==> src/twu_pkg.sv <==
// Package: register map, field positions, reset values and bus carrier for the timer watchdog
package twu_pkg;
  localparam int TWU_AW = 24;
  localparam logic [23:0] TWU_CFG_ADDR = 24'hfff4c0;
  localparam logic [23:0] TWU_PRE_ADDR = 24'hfff4c2;
  localparam logic [23:0] TWU_TRL_ADDR = 24'hfff4c4;
  localparam logic [23:0] TWU_TCS_ADDR = 24'hfff4c6;
  localparam logic [23:0] TWU_WRL_ADDR = 24'hfff4c8;
  localparam logic [23:0] TWU_SVC_ADDR = 24'hfff4ca;
  // Configuration bit positions
  localparam int CFG_POR_PULSE = 7;
  localparam int CFG_WARM = 6;
  localparam int CFG_SME = 5;
  localparam int CFG_CLKSEL = 4;
  localparam int CFG_LK_WRL = 3;
  localparam int CFG_LK_TMR = 2;
  localparam int CFG_LK_PRE = 1;
  localparam int CFG_LK_CFG = 0;
  // Status bit positions
  localparam int ST_RUN = 5;
  localparam int ST_FLAG = 4;
  localparam int ST_PEND = 3;
  localparam int ST_TC = 1;
  localparam int ST_RST = 0;
  // Reset values, limits and magic bytes
  localparam logic [7:0] TWU_WRL_RESET = 8'h0f;
  localparam logic [15:0] TWU_TRL_RESET = 16'hffff;
  localparam logic [2:0] TWU_EXP_MAX = 3'h5;
  localparam logic [7:0] TWU_SVC_BYTE = 8'h5c;
  localparam logic [7:0] TWU_SEQ_B0 = 8'h87;
  localparam logic [7:0] TWU_SEQ_B1 = 8'h61;
  localparam logic [7:0] TWU_SEQ_B2 = 8'h63;
  localparam logic [1:0] TWU_EARLY_TICKS = 2'h3;
  // Sequence recogniser states
  typedef enum logic [1:0] {SEQ_IDLE, SEQ_GOT1, SEQ_GOT2} twu_seq_t;
  // Register bus request
  typedef struct packed {
    logic [23:0] addr;
    logic [15:0] wdata;
    logic wr;
    logic rd;
  } twu_bus_req_t;
endpackage

==> src/timer_watchdog_unit.sv <==
// Timer and watchdog unit: prescaler, periodic timer, watchdog, locks and register port
//
// Design decision made here: the strobed register port.
`timescale 1ns/1ns
module timer_watchdog_unit
  import twu_pkg::*;
(
  input wire logic i_mclk,                  // System clock, 100 MHz
  input wire logic i_reset,                 // Core domain reset, sync, active high
  input wire logic i_por_reset,             // Power-on reset, sync, active high
  input wire logic i_low_freq_clock,        // 32.768 kHz clock pin, asynchronous
  input wire twu_bus_req_t i_bus,           // Register request
  output logic [15:0] o_rdata,              // Read data, cycle after read strobe
  output logic o_timer_terminal_pulse,      // Timer terminal pulse level
  output logic o_cold_reset_req,            // Cold reset request pulse
  output logic o_warm_reset_req,            // Warm reset request pulse
  output logic o_power_on_pulse             // Power-on reset pulse request
);

  logic rst_core;
  logic lf_s1_r, lf_s2_r, lf_s3_r;
  logic lf_rise;
  // Power-on-only state
  logic por_pulse_en_r, por_pulse_en_nxt;
  logic warm_sel_r, warm_sel_nxt;
  logic flag_r, flag_nxt;
  // Core state
  logic [5:0] cfg_r, cfg_nxt;
  logic [2:0] exp_r, exp_nxt;
  logic [4:0] pc_r, pc_nxt;
  logic [15:0] trl_r, trl_nxt;
  logic [15:0] tcnt_r, tcnt_nxt;
  logic tc_r, tc_nxt;
  logic rst_r, rst_nxt;
  logic term_r, term_nxt;
  logic [7:0] preset_r, preset_nxt;
  logic [7:0] wcnt_r, wcnt_nxt;
  logic [7:0] ld_r, ld_nxt;
  logic run_r, run_nxt;
  logic pend_r, pend_nxt;
  logic [1:0] guard_r, guard_nxt;
  twu_seq_t seq_r, seq_nxt;
  logic [15:0] rdata_nxt;
  logic cold_nxt, warm_nxt, porp_nxt;
  // Combinational helpers
  logic [4:0] pmask;
  logic pre_tick, wd_tick, event_c, touch_c, seq_done;
  logic wr_cfg, wr_pre, wr_trl, wr_tcs, wr_wrl, wr_svc, rd_tcs;
  logic [7:0] wb;

  assign rst_core = i_reset | i_por_reset;
  assign wb = i_bus.wdata[7:0];
  assign wr_cfg = i_bus.wr && (i_bus.addr == TWU_CFG_ADDR);
  assign wr_pre = i_bus.wr && (i_bus.addr == TWU_PRE_ADDR);
  assign wr_trl = i_bus.wr && (i_bus.addr == TWU_TRL_ADDR);
  assign wr_tcs = i_bus.wr && (i_bus.addr == TWU_TCS_ADDR);
  assign wr_wrl = i_bus.wr && (i_bus.addr == TWU_WRL_ADDR);
  assign wr_svc = i_bus.wr && (i_bus.addr == TWU_SVC_ADDR);
  assign rd_tcs = i_bus.rd && (i_bus.addr == TWU_TCS_ADDR);

  // Synchronise the slow clock pin, edge detect after the second stage
  // No reset here: clearing the stages while the pin is high would fake an edge
  always_ff @(posedge i_mclk) begin
    lf_s1_r <= i_low_freq_clock;
    lf_s2_r <= lf_s1_r;
    lf_s3_r <= lf_s2_r;
  end
  assign lf_rise = lf_s2_r & ~lf_s3_r;

  // Prescaled tick and the selected watchdog tick
  always_comb begin
    pmask = 5'((6'h01 << exp_r) - 6'h01);
    pre_tick = lf_rise && (pc_r == pmask);
    wd_tick = cfg_r[CFG_CLKSEL] ? pre_tick :
      (pre_tick && !rst_r && (tcnt_r == 16'h0000));
  end

  // Next-state logic for every core register
  always_comb begin
    por_pulse_en_nxt = por_pulse_en_r;
    warm_sel_nxt = warm_sel_r;
    flag_nxt = flag_r;
    cfg_nxt = cfg_r;
    exp_nxt = exp_r;
    pc_nxt = pc_r;
    trl_nxt = trl_r;
    tcnt_nxt = tcnt_r;
    tc_nxt = tc_r;
    rst_nxt = rst_r;
    term_nxt = term_r;
    preset_nxt = preset_r;
    wcnt_nxt = wcnt_r;
    ld_nxt = ld_r;
    run_nxt = run_r;
    pend_nxt = pend_r;
    guard_nxt = guard_r;
    seq_nxt = seq_r;
    rdata_nxt = 16'h0000;
    event_c = 1'b0;
    touch_c = 1'b0;
    seq_done = 1'b0;

    // Prescaler counter
    if (lf_rise) begin
      pc_nxt = pre_tick ? 5'h00 : pc_r + 5'h01;
    end

    // Periodic timer
    if (pre_tick) begin
      if (rst_r) begin
        tcnt_nxt = trl_r;
        rst_nxt = 1'b0;
        term_nxt = 1'b0;
      end else if (tcnt_r == 16'h0000) begin
        tcnt_nxt = trl_r;
        term_nxt = 1'b1;
      end else begin
        tcnt_nxt = tcnt_r - 16'h0001;
        term_nxt = 1'b0;
      end
    end
    // Status read clears the terminal flag; a new zero wins
    if (rd_tcs) begin
      tc_nxt = 1'b0;
    end
    if (pre_tick && !rst_r && (tcnt_r == 16'h0000)) begin
      tc_nxt = 1'b1;
    end

    // Early-write guard counts watchdog clocks, saturating
    if (wd_tick && (guard_r != TWU_EARLY_TICKS)) begin
      guard_nxt = guard_r + 2'h1;
    end

    // Watchdog counter runs on its selected clock
    if (run_r && wd_tick) begin
      if (pend_r) begin
        wcnt_nxt = ld_r;
        pend_nxt = 1'b0;
      end else if (wcnt_r <= 8'h01) begin
        wcnt_nxt = 8'h00;
        event_c = 1'b1;
      end else begin
        wcnt_nxt = wcnt_r - 8'h01;
      end
    end

    // Configuration write: upper bits plain, lock bits set only
    if (wr_cfg && !cfg_r[CFG_LK_CFG]) begin
      por_pulse_en_nxt = wb[CFG_POR_PULSE];
      warm_sel_nxt = wb[CFG_WARM];
      cfg_nxt[5:4] = wb[5:4];
      cfg_nxt[3:0] = cfg_r[3:0] | wb[3:0];
    end
    // Prescaler write with exponent limited to its range
    if (wr_pre && !cfg_r[CFG_LK_PRE]) begin
      exp_nxt = (wb[2:0] > TWU_EXP_MAX) ? TWU_EXP_MAX : wb[2:0];
    end
    // Timer reload and control writes
    if (wr_trl && !cfg_r[CFG_LK_TMR]) begin
      trl_nxt = i_bus.wdata;
    end
    if (wr_tcs && !cfg_r[CFG_LK_TMR] && wb[ST_RST]) begin
      rst_nxt = 1'b1;
    end

    // Watchdog reload write: preset update, start or touch
    if (wr_wrl) begin
      if (!cfg_r[CFG_LK_WRL]) begin
        preset_nxt = wb;
      end
      if (guard_r != TWU_EARLY_TICKS) begin
        event_c = 1'b1;
      end
      guard_nxt = 2'h0;
      if (!run_r || !cfg_r[CFG_SME]) begin
        touch_c = 1'b1;
        ld_nxt = cfg_r[CFG_LK_WRL] ? preset_r : wb;
      end
    end

    // Service register: stop/unlock sequence, service byte, wrong data
    if (wr_svc) begin
      seq_nxt = SEQ_IDLE;
      if (wb == TWU_SEQ_B0) begin
        seq_nxt = SEQ_GOT1;
      end else if ((seq_r == SEQ_GOT1) && (wb == TWU_SEQ_B1)) begin
        seq_nxt = SEQ_GOT2;
      end else if ((seq_r == SEQ_GOT2) && (wb == TWU_SEQ_B2)) begin
        seq_done = 1'b1;
      end else if (cfg_r[CFG_SME] && (wb == TWU_SVC_BYTE)) begin
        if (guard_r != TWU_EARLY_TICKS) begin
          event_c = 1'b1;
        end
        guard_nxt = 2'h0;
        touch_c = 1'b1;
        ld_nxt = preset_r;
      end else if (cfg_r[CFG_SME]) begin
        event_c = 1'b1;
      end
      // With match mode off other bytes only return the sequence to idle
    end

    if (touch_c) begin
      run_nxt = 1'b1;
      pend_nxt = 1'b1;
    end
    if (seq_done) begin
      if (run_r) begin
        run_nxt = 1'b0;
        pend_nxt = 1'b0;
      end else begin
        cfg_nxt[3:0] = 4'h0;
      end
    end

    // An event stops the counter and is latched; set wins over clear
    if (wr_tcs && wb[ST_FLAG]) begin
      flag_nxt = 1'b0;
    end
    if (event_c) begin
      flag_nxt = 1'b1;
      run_nxt = 1'b0;
      pend_nxt = 1'b0;
      guard_nxt = TWU_EARLY_TICKS;
    end

    // Register read data, locked CFG, PRE and TRL read as zero
    if (i_bus.rd) begin
      case (i_bus.addr)
        TWU_CFG_ADDR: begin
          if (!cfg_r[CFG_LK_CFG]) begin
            rdata_nxt = {8'h00, por_pulse_en_r, warm_sel_r, cfg_r};
          end
        end
        TWU_PRE_ADDR: begin
          if (!cfg_r[CFG_LK_PRE]) begin
            rdata_nxt = {13'h0000, exp_r};
          end
        end
        TWU_TRL_ADDR: begin
          if (!cfg_r[CFG_LK_TMR]) begin
            rdata_nxt = trl_r;
          end
        end
        TWU_TCS_ADDR: begin
          rdata_nxt = {10'h000, run_r, flag_r, pend_r, 1'b0, tc_r, rst_r};
        end
        default: begin
          rdata_nxt = 16'h0000;
        end
      endcase
    end

    // Reset request routing
    cold_nxt = event_c && !warm_sel_r;
    warm_nxt = event_c && warm_sel_r;
    porp_nxt = event_c && !warm_sel_r && por_pulse_en_r;
  end

  // Bits that only power-on reset restores
  always_ff @(posedge i_mclk) begin
    if (i_por_reset) begin
      por_pulse_en_r <= 1'b0;
      warm_sel_r <= 1'b0;
      flag_r <= 1'b0;
    end else begin
      por_pulse_en_r <= por_pulse_en_nxt;
      warm_sel_r <= warm_sel_nxt;
      flag_r <= flag_nxt;
    end
  end

  // Core domain registers
  always_ff @(posedge i_mclk) begin
    if (rst_core) begin
      cfg_r <= 6'h00;
      exp_r <= 3'h0;
      pc_r <= 5'h00;
      trl_r <= TWU_TRL_RESET;
      tcnt_r <= TWU_TRL_RESET;
      tc_r <= 1'b0;
      rst_r <= 1'b0;
      term_r <= 1'b0;
      preset_r <= TWU_WRL_RESET;
      wcnt_r <= TWU_WRL_RESET;
      ld_r <= TWU_WRL_RESET;
      run_r <= 1'b0;
      pend_r <= 1'b0;
      guard_r <= TWU_EARLY_TICKS;
      seq_r <= SEQ_IDLE;
      o_rdata <= 16'h0000;
      o_cold_reset_req <= 1'b0;
      o_warm_reset_req <= 1'b0;
      o_power_on_pulse <= 1'b0;
    end else begin
      cfg_r <= cfg_nxt;
      exp_r <= exp_nxt;
      pc_r <= pc_nxt;
      trl_r <= trl_nxt;
      tcnt_r <= tcnt_nxt;
      tc_r <= tc_nxt;
      rst_r <= rst_nxt;
      term_r <= term_nxt;
      preset_r <= preset_nxt;
      wcnt_r <= wcnt_nxt;
      ld_r <= ld_nxt;
      run_r <= run_nxt;
      pend_r <= pend_nxt;
      guard_r <= guard_nxt;
      seq_r <= seq_nxt;
      o_rdata <= rdata_nxt;
      o_cold_reset_req <= cold_nxt;
      o_warm_reset_req <= warm_nxt;
      o_power_on_pulse <= porp_nxt;
    end
  end
  assign o_timer_terminal_pulse = term_r;

  // Checks on the documented behaviour
  a_por_only_cold: assert property (@(posedge i_mclk) disable iff (rst_core)
    o_power_on_pulse |-> (o_cold_reset_req && !o_warm_reset_req))
    else $error("power-on pulse without cold reset");
  a_mode_route: assert property (@(posedge i_mclk) disable iff (rst_core)
    (o_warm_reset_req || o_cold_reset_req) |-> (o_warm_reset_req == $past(warm_sel_r)))
    else $error("reset request routed to wrong type");
  a_lock_sticky: assert property (@(posedge i_mclk) disable iff (rst_core)
    !seq_done |=> ((cfg_r[3:0] & $past(cfg_r[3:0])) == $past(cfg_r[3:0])))
    else $error("lock bit fell without unlock");
  a_reload_locked: assert property (@(posedge i_mclk) disable iff (rst_core)
    (wr_wrl && cfg_r[CFG_LK_WRL]) |=> (preset_r == $past(preset_r)))
    else $error("locked reload changed");
  a_cfg_locked: assert property (@(posedge i_mclk) disable iff (rst_core)
    (wr_cfg && cfg_r[CFG_LK_CFG] && !seq_done) |=> $stable(cfg_r))
    else $error("locked config changed");
  a_pre_locked: assert property (@(posedge i_mclk) disable iff (rst_core)
    (wr_pre && cfg_r[CFG_LK_PRE]) |=> $stable(exp_r))
    else $error("locked prescaler changed");
  a_tc_read_clr: assert property (@(posedge i_mclk) disable iff (rst_core)
    (rd_tcs && !(pre_tick && !rst_r && tcnt_r == 16'h0000)) |=> !tc_r)
    else $error("terminal flag survived read");
  a_flag_holds: assert property (@(posedge i_mclk) disable iff (i_por_reset)
    (flag_r && !(wr_tcs && wb[ST_FLAG])) |=> flag_r)
    else $error("event flag lost");
  a_early_write: assert property (@(posedge i_mclk) disable iff (rst_core)
    (wr_wrl && !event_c) ##1 (!wr_wrl && !event_c) [*3] ##1 wr_wrl
      |=> (o_cold_reset_req || o_warm_reset_req))
    else $error("early reload write missed");
  a_start_run: assert property (@(posedge i_mclk) disable iff (rst_core)
    (!run_r && wr_wrl && guard_r == TWU_EARLY_TICKS) |=> (run_r && pend_r))
    else $error("reload write did not start watchdog");
  a_rst_clear: assert property (@(posedge i_mclk) disable iff (rst_core)
    (rst_r && pre_tick && !wr_tcs) |=> (!rst_r && tcnt_r == $past(trl_r)))
    else $error("forced reload failed");

endmodule // timer_watchdog_unit

==> config.mk <==
export PLATFORM = sky130hd
export DESIGN_NAME = timer_watchdog_unit
export DESIGN_NICKNAME = d
export VERILOG_FILES = /design/src/twu_pkg.sv /design/src/timer_watchdog_unit.sv
export SDC_FILE = /design/constraint.sdc
export NUM_CORES = 1
export LEC_CHECK = 0
export ABC_AREA = 1
export BUFFER_PORTS_ARGS = -buffer_cell sky130_fd_sc_hd__buf_4
export CORE_MARGIN = 10
export CORE_UTILIZATION = 57
export CTS_CLUSTER_SIZE = 30
export DETAILED_ROUTE_END_ITERATION = 10
export PLACE_DENSITY = 0.78
export SLEW_MARGIN = 20
export SYNTH_ARGS = -nofsm -noshare
export SYNTH_HDL_FRONTEND = slang
export SYNTH_SLANG_ARGS = --single-unit
==> constraint.sdc <==
create_clock -name i_mclk -period 2.15 [get_ports i_mclk]
set_input_delay 0.1075 -clock i_mclk [delete_from_list [all_inputs] [get_ports i_mclk]]
set_output_delay 0.1075 -clock i_mclk [all_outputs]
set_load 0.03 [all_outputs]
# Yosys cells after proc, flatten, opt, wreduce, memory -nomap -nowiden
# Index checks and enable logic that the tools add are counted.
# word_totals
reg_bits	104
wordCells	160
out_inout_bits	20
inputBits	46
# op_classes
magnitude_cmp	2
n_addsub	5
reduce_logical	38
n_bitwise	5
shifts	1
n_mux	69
eq_ne	14
# ops
cell	n
$eq A24 B24 Y1 const B	6
$mux W8	11
$pmux W16 S4	1
$mux W16	3
$mux W1	39
$eq A8 B7 Y1 const B	3
$logic_and A1 B1 Y1	24
$mux W2	9
$logic_not A16 Y1	1
$sub A16 B1 Y16 const B	1
$mux W4	3
$eq A8 B8 Y1 const B	1
$le A8 B1 Y1 const B	1
$sub A8 B1 Y8 const B	1
$logic_not A1 Y1	7
$mux W3	2
$reduce_bool A2 Y1	3
$add A5 B1 Y5 const B	1
$eq A5 B5 Y1	1
$mux W5	1
$shl A1 B3 Y5 const A	1
$sub A5 B1 Y5 const B	1
$or A4 B4 Y4	1
$reduce_or A2 Y1	2
9 further kinds	10

# Longest topological paths before layout
# Gate-level depths: netlist of run 1.
# logic_depth
ltp_word	19
depth_mapped	15
depth_no_buf	15

# Least setup slack after synthesis of run 1
# OpenSTA, ideal clock, no wires.
# synth_path
kind	register -> register
start	register exp_r[1]
end	register tcnt_r[12]
path_slack_ns	0.224
path_stages_with_launch	12
period_less_slack_ns	1.926
path_buffers	1
setup_time_ns	0.119
required_ns	2.031
t_arrival_ns	1.807
cell_sequence	dfxtp_1 nor2_1 nand2_1 ha_1 xnor2_1 nor2_1 nand3_2 nor2_8 inv_2 clkbuf_8 a21oi_1 o21ai_1
# synth_via
elab_chain_cells	4
# synth_lines
element	line	text
from (decl)	timer_watchdog_unit.sv:29	logic [2:0] exp_r, exp_nxt;
from (signal assigned)	timer_watchdog_unit.sv:298	exp_r <= exp_nxt;
$shl A1 B3 Y5	timer_watchdog_unit.sv:72	pmask = 5'((6'h01 << exp_r) - 6'h01);
$sub A5 B1 Y5	timer_watchdog_unit.sv:72	
$eq A5 B5 Y1	timer_watchdog_unit.sv:73	pre_tick = lf_rise && (pc_r == pmask);
$logic_and A1 B1 Y1	timer_watchdog_unit.sv:73	
to (signal assigned)	timer_watchdog_unit.sv:301	tcnt_r <= tcnt_nxt;
to (decl)	timer_watchdog_unit.sv:32	logic [15:0] tcnt_r, tcnt_nxt;
# No other way between the ends.
# A chain may end at the register's enable or synchronous reset.

# Worst setup path after layout of run 1
# layout_path
start	register exp_r[2]
end	register tcnt_r[8]
# The elaborated chain is that of the path after synthesis.

==> results.md, run 1 <==
- Status: completed
- R2r worst-path depth: 13
- R2R setup slack: between 0.1 and 0.15 ns
- Number of global-route vias before repair: 5122
- Seq pwr share: 57.0%
- Setup tns final: 0 ns
- Largest net degree at the start of global routing: between 50 and 60
- GPL Wtd Cong: about 0.97
- Hold crit path type: input port to flop
- Port bufs: 65
- Area delta synth->final: 18.0%
- Vias post-DR: approximately 5500
- First-pass GRT wire length: 24400 um
- Synthesized cell area: roughly 0.0054 mm2
- Dpl ws: between 0.003 and 0.004 ns
- Crit path kind: flop to flop
- Share of cells above drive strength 1: between 10% and 20%
- Gr usage total: a little over a fifth
- Diode count: 0
- Post-synth EDFFs: 0
- Antenna Nets Post-Route: 0
- H-tree levels: 3
- DP Wirelength: roughly 11000 um
- Clock Tree Root: clkbuf_8
- DRC violations left: 0
- Async set-reset flop share out of synthesis: 0%
- Final Critical Period: slightly above 2 ns
- Critical path cell sequence: inv_4 -> nand3_2 -> ha_4 -> inv_1 -> nand2_1 -> nand2_1 -> nand2_1 -> nand2_2 -> nand3_4 -> nor2_8 -> inv_6 -> o21ai_1 -> nand3_1
- Hold path depth: 4
- Top FF cell, synth: dfxtp_1
- Starting Density: approximately 58%
- Crit-path max cell delay: 0.38 ns
- Yosys warning count: 0
- Initial antenna violation count: 0
- FF-to-FF Start: exp_r[2]
- Rows: 35
- Clock tree from TritonCTS: yes
- P_leak: 2.93 nW
- Synth top cells by count: nand2_1 (186), dfxtp_1 (104), nor2_1 (98), inv_1 (96), nand3_1 (62)
- Die Wd: ~120 um
- Required time worst endpoint: approximately 2.4 ns
- Worst-Skew Late Latency: approximately 0.38 ns
- Top-count cell post-synth: nand2_1
- Post-synth top area share: about two fifths
- Crit-path slowest cell: dfxtp_4
- Internal power: 2.49 mW
- Clock group share of total power: between 30% and 40%
- Synth Net Count: roughly 850
- Grt total ovfl: 0
- CP Max Fanout: 20
- Max Cap Viol: 0
- Sequential-to-total area share from yosys stat: between 30% and 40%
- Distinct cells, synth: 40
- Synthesized instance count: between 700 and 800
- Sw power: 914 uW
- Avg Cell Area, Syn: a little under 7 um2
- Worst relative slew slack: 61.0%
- DRT Pass-1 Iters: 7
- Clk_skew: 0.0134 ns
- Worst hold path endpoint: flag_r
- Drt total wl: 15100 um
- Area leader, netlist: dfxtp_1
- CTS max path bufs: 2
- Hold Vio Cnt, Final: 0
- Number of synthesized register bits: about 100
- Nets@finish: a little over 900
- Fmax: just under 0.5 GHz
- Synth top area cells: dfxtp_1 (39%), nand2_1 (13%), nor2_1 (6.8%)
- Die height: between 100 and 150 um
- Min-delay src: i_por_reset
- Critical Path Start Type: flop
- Final Max Slew Viols: 0
- Worst-margin pin slew: roughly 0.58 ns
- Crit end category: flop
- Fin crit share: between 90% and 100%
- Levels on crit path: 13
- 1st-iter DRT viols: ~600
- Worst path bufs/invs: 3
- Core area: just over 0.009 mm2
- CTS clk-pin slew, worst paths: 0.11 ns
- Die area: about 0.014 mm2
- Total CTS buffers: 9
- Via density per instance: 5.50
- RR Endpoint: tcnt_r[8]
- Family with the most delay on the worst path: simple AND/OR/NAND/NOR gates
- Critical path's most frequent cell: nand2_1
- Logic pwr share: 7.7%
- Setup WS post-layout: ~0.14 ns
- Maximum VDD drop: roughly 400 uV
- Setup Viol. Count Final: 0
- Final Power: ~3.4 mW
- Clock sinks: ~100
- I/O pin total: 66
- Critical Path AT: around 2.3 ns
- Routed len/inst: between 15 and 20 um
- Power per cell area: roughly 530 mW/mm2
- Switching share of total power: 26.8%
==> through the flow <==
step | std cells | utilization [%] | hold WS [ns] | cell area [um2]
after floorplan | 792 | - | 0.135 | 5410
after global placement | 970 | 64.6 | 0.215 | 5970
after detailed placement | 970 | 64.6 | 0.214 | 5970
after CTS | 995 | 67.7 | 0.00240 | 6250
after global routing | 999 | 69.0 | 0.00543 | 6380
final | 999 | 69.0 | 0.0121 | 6380
==> worst max path at each step <==
| stage | end | slack [ns] | startpoint |
|---|---|---|---|
| CTS | tcnt_r[7] | 0.02 | exp_r[1] |
| global route | tcnt_r[7] | -0.01 | exp_r[1] |
| detailed placement | tcnt_r[7] | 0.003 | exp_r[1] |
| global placement | tcnt_r[7] | 0.08 | exp_r[1] |
| finish | tcnt_r[8] | 0.14 | exp_r[2] |
| floorplan | tcnt_r[12] | 0.22 | exp_r[1] |
==> power groups by stage <==
stage | Clock, mW | Combinational [mW] | Sequential [mW]
2_1_floorplan | 0 | 0.125 | 1.99
3_3_place_gp | 0 | 0.228 | 1.99
3_5_place_dp | 0 | 0.232 | 1.99
4_1_cts | 1.22 | 0.246 | 1.95
5_1_grt | 1.29 | 0.287 | 1.95
6_report | 1.20 | 0.264 | 1.94
==> logic make-up (layout without fill, tap and decap cells) <==
logic type                 count (synthesis)  after routing  share of synthesized area (%)
and+or+nand+nor                          406            406                           33.6
AOI/OAI and AO/OA                        136            136                           14.1
buffers and inverters                    124            202                           9.65
DFF                                      104            104                           38.5
xor gates and xnor gates                  15             15                           2.43
adders and majority gates                  7              7                           1.62
==> worst reg2reg max path, stage by stage (launching register included) <==
cell	delay, ns
dfxtp_4	0.38
inv_4	0.10
nand3_2	0.11
ha_4	0.19
inv_1	0.07
nand2_1	0.05
nand2_1	0.07
nand2_1	0.08
nand2_2	0.11
nand3_4	0.10
nor2_8	0.25
inv_6	0.13
o21ai_1	0.16
nand3_1	0.09
==> timing repair <==
item / 4_1_cts / 5_1_grt
pin swaps: 0 / 6
setup endpoints to repair: 4 / 38
resized for setup: 1 / 22
gates cloned: 0 / 1
endpoints found under the hold margin: 9 / 0
hold buffers: 9 / 0
buffers inserted: 0 / 3
==> flip-flops by register name (all words and copies together), names as in the netlist, 3 cells and up <==
| signal | cells |
|---|---|
| cfg_r | 6 |
| exp_r | 3 |
| ld_r | 8 |
| o_rdata | 16 |
| pc_r | 5 |
| preset_r | 8 |
| tcnt_r | 16 |
| trl_r | 16 |
| wcnt_r | 8 |
==> routing by layer <==
layer | part of all wire [%] | vias to the layer above | global-route usage [%]
met5 | 0 | - | 0
met4 | 1.9 | 0 | 5.87
met3 | 8.5 | 29 | 6.24
met2 | 44 | 209 | 31.5
met1 | 45 | 2523 | 28.1
li1 | - | 2732 | -
==> layout by cell type (no fill, tap or decap), types with 2 or more instances in the layout <==
cell type,n
nor2_1,96
nand3_1,61
o21ai_1,16
nor2_2,6
a21oi_2,2
nand3_2,2
o211ai_1,22
a31oi_1,2
a21oi_1,42
dfxtp_4,2
inv_6,5
inv_1,96
nand4_1,16
nand4_4,2
nor2_8,2
o22ai_1,8
nor3_1,18
nand2_1,184
o21ai_0,40
buf_4,74
inv_2,2
dlygate4sd3_1,9
nand2_2,7
nand3_4,2
dfxtp_1,101
xnor2_1,4
clkbuf_8,9
nor4_1,3
ha_1,6
xor2_1,11
nor2_4,3
==> final cells by class <==
class | count | area [um2]
inverter | 100 | 383
clock inverter | 7 | 63.8
sequential | 104 | 2090
clock buffer | 9 | 124
timing repair buffer | 86 | 697
tap | 129 | 161
fill | 810 | 2860
multi-input combinational | 564 | 2860
(Power assumes the default switching activity.)
==> inputs of run 2 (changes only) <==
--- a/config.mk
+++ b/config.mk
@@ -8,10 +8,10 @@
 export ABC_AREA = 1
 export BUFFER_PORTS_ARGS = -buffer_cell sky130_fd_sc_hd__buf_4
 export CORE_MARGIN = 10
-export CORE_UTILIZATION = 57
+export CORE_UTILIZATION = 50
 export CTS_CLUSTER_SIZE = 30
 export DETAILED_ROUTE_END_ITERATION = 10
-export PLACE_DENSITY = 0.78
+export PLACE_DENSITY = 0.7
 export SLEW_MARGIN = 20
 export SYNTH_ARGS = -nofsm -noshare
 export SYNTH_HDL_FRONTEND = slang
==> run 2 against run 1 <==
Compared with the run above:
- global-route usage fell by 0.28 points
- setup slack worse by 0.017 ns
- clock-buffer cell count stayed put
- critical path depth fell by 3
- first-iteration DRC count fell by 13%
- final cell count rose by 0.80%
- utilization shrank 8.0 points
- sequential power barely moved
- critical path type unchanged
- largest cell class unchanged
==> results.md, run 2 (same netlist as run 1, synthesis figures left out) <==
- Status: completed (unchanged)
- Setup Viol. Count Final: 0 (unchanged)
- Crit path kind: flop to flop (unchanged)
- P_leak: 2.94 nW (was 2.93 nW)
- H-tree levels: 3 (unchanged)
- R2R setup slack: 0.12 ns (was 0.14 ns)
- Starting Density: 51.9% (was 58.5%)
- Worst hold path endpoint: flag_r (unchanged)
- Commonest non-fill, non-tap cells in the layout: nand2_1 (184), dfxtp_1 (102), nor2_1 (97), inv_1 (96), buf_4 (76) (was nand2_1 (184), dfxtp_1 (101), nor2_1 (96), inv_1 (96), buf_4 (74))
- DP Wirelength: 11500 um (was 11100 um)
- Gr usage total: 20.6% (was 20.9%)
- Worst-margin pin slew: 0.612 ns (was 0.584 ns)
- Grt total ovfl: 0 (unchanged)
- Vias post-DR: 5516 (was 5493)
- Hold Vio Cnt, Final: 0 (unchanged)
- R2r worst-path depth: 10 (was 13)
- Clock sinks: 104 (unchanged)
- 1st-iter DRT viols: 515 (was 595)
- Largest net degree at the start of global routing: 51 (unchanged)
- RR Endpoint: o_timer_terminal_pulse (was tcnt_r[8])
- Most common cell after layout, fill and taps aside: nand2_1 (unchanged)
- CTS clk-pin slew, worst paths: 0.10 ns (was 0.11 ns)
- Core area: 0.0104 mm2 (was 0.00924 mm2)
- Die area: 0.0154 mm2 (was 0.0138 mm2)
- Required time worst endpoint: 2.46 ns (was 2.41 ns)
- Crit end category: flop (unchanged)
- Placed cells: 976 (was 970)
- DRC violations left: 0 (unchanged)
- Diode count: 0 (unchanged)
- I/O pin total: 66 (unchanged)
- Number of global-route vias before repair: 5112 (was 5122)
- Drt total wl: 15500 um (was 15100 um)
- Clk_skew: 0.0122 ns (was 0.0134 ns)
- Rows: 37 (was 35)
- Nets@finish: 920 (was 918)
- Worst-Skew Late Latency: 0.39 ns (was 0.38 ns)
- Die Wd: 124 um (was 117 um)
- Worst hold slack: 0.0201 ns (was 0.0121 ns)
- Die height: 124 um (was 117 um)
- Antenna Nets Post-Route: 0 (unchanged)
- Final Max Slew Viols: 0 (unchanged)
- Clock Tree Root: clkbuf_8 (unchanged)
- Critical Path Start Type: flop (unchanged)
- Fin crit share: 94.4% (was 93.6%)
- Layout Cells excl Fill: 1007 (was 999)
- Final Critical Period: 2.03 ns (was 2.01 ns)
- Hold path depth: 4 (unchanged)
- FF-to-FF Start: exp_r[1] (was exp_r[2])
- Clock tree from TritonCTS: yes (unchanged)
- Max Cap Viol: 0 (unchanged)
- Via density per instance: 5.48 (was 5.50)
- GPL Wtd Cong: 0.945 (was 0.966)
- Total CTS buffers: 9 (unchanged)
- Initial antenna violation count: 0 (unchanged)
- RSZ-0062 raised after global routing: false
- Fmax: 0.493 GHz (was 0.497 GHz)
- Routed len/inst: 15.4 um (was 15.1 um)
- DRT Pass-1 Iters: 5 (was 7)
- Largest registers: o_rdata x16, tcnt_r x16, trl_r x16 (unchanged)
- Worst relative slew slack: 59.1% (was 61.0%)
- First-pass GRT wire length: 25100 um (was 24400 um)
- Fill cell count: 980 (was 810)
- CTS max path bufs: 2 (unchanged)
- Hold crit path type: input port to flop (unchanged)
- Power per cell area: 543 mW/mm2 (was 534 mW/mm2)
- Setup tns final: 0 ns (unchanged)
- Critical Path AT: 2.34 ns (was 2.27 ns)
- Maximum VDD drop: 468 uV (was 407 uV)
- CP Max Fanout: 7 (was 20)
- Port bufs: 65 (unchanged)
- Min-delay src: i_por_reset (unchanged)
- Share of cells above drive strength 1: 14.6% (was 14.9%)
- Area delta synth->final: 17.7% (was 18.0%)
-- run 2: cell count changes in the layout (fill, tap and decap cells not counted), sizes merged --
cell	change
bufinv	+1
buf	+3
inv	-2
clkbuf	-1
-- run 2: layer usage --
layer,track usage [%],wire length (um)
met4,5.61,244
met2,31.8,6940
met5,0,0
met1,27.6,7040
met3,6.02,1290
-- run 2: worst max path at each step --
stage,startpoint,end,slack [ns],depth (start not counted)
after floorplan,exp_r[1],tcnt_r[12],0.22,11
after detailed placement,exp_r[1],tcnt_r[7],-0.04,11
after global routing,exp_r[0],o_power_on_pulse,0.001,14
after CTS,exp_r[1],tcnt_r[7],0.003,11
final,exp_r[1],o_timer_terminal_pulse,0.12,10
after global placement,exp_r[1],tcnt_r[7],0.07,11
-- run 2: critical path, stage by stage (launching register included) --
cell	delay [ns]
dfxtp_4	0.38
nor2_4	0.13
nand2_2	0.09
ha_4	0.25
xnor2_1	0.12
nor2_1	0.16
nand3_2	0.14
nor2_8	0.19
buf_4	0.14
nand4_1	0.18
o21ai_0	0.19
-- run 2: layout make-up --
cell class | instances | area, um2 | share of cell area (%)
clock buffer | 9 | 124 | 1.95
clock inverter | 6 | 68.8 | 1.08
inverter | 100 | 383 | 6.02
multi-input combinational | 564 | 2840 | 44.6
sequential | 104 | 2090 | 32.8
tap | 136 | 170 | 2.68
timing repair buffer | 88 | 688 | 10.8
-- run 2: what timing repair did --
action	CTS	global route
resized for setup	1	15
gates cloned	0	1
hold buffers	9	0
pin swaps	1	6
setup buffers	2	4
setup endpoints to repair	22	38
endpoints found under the hold margin	9	0
-- run 2: stage by stage --
step	setup slack, ns	util [%]	cell area, um2	power [mW]
finish	0.121	61.1	6360	3.45
global route	0.00100	61.1	6360	3.60
CTS	0.00341	60.2	6270	3.47
detailed placement	-0.0370	57.4	5970	2.22
global placement	0.0718	57.4	5970	2.22
floorplan	0.224	-	5410	2.11
-- run 2: report_power, final --
part	internal, mW	switching (mW)	total [mW]
sequential	1.93	0.0100	1.94
clock	0.540	0.704	1.24
combinational	0.112	0.152	0.263
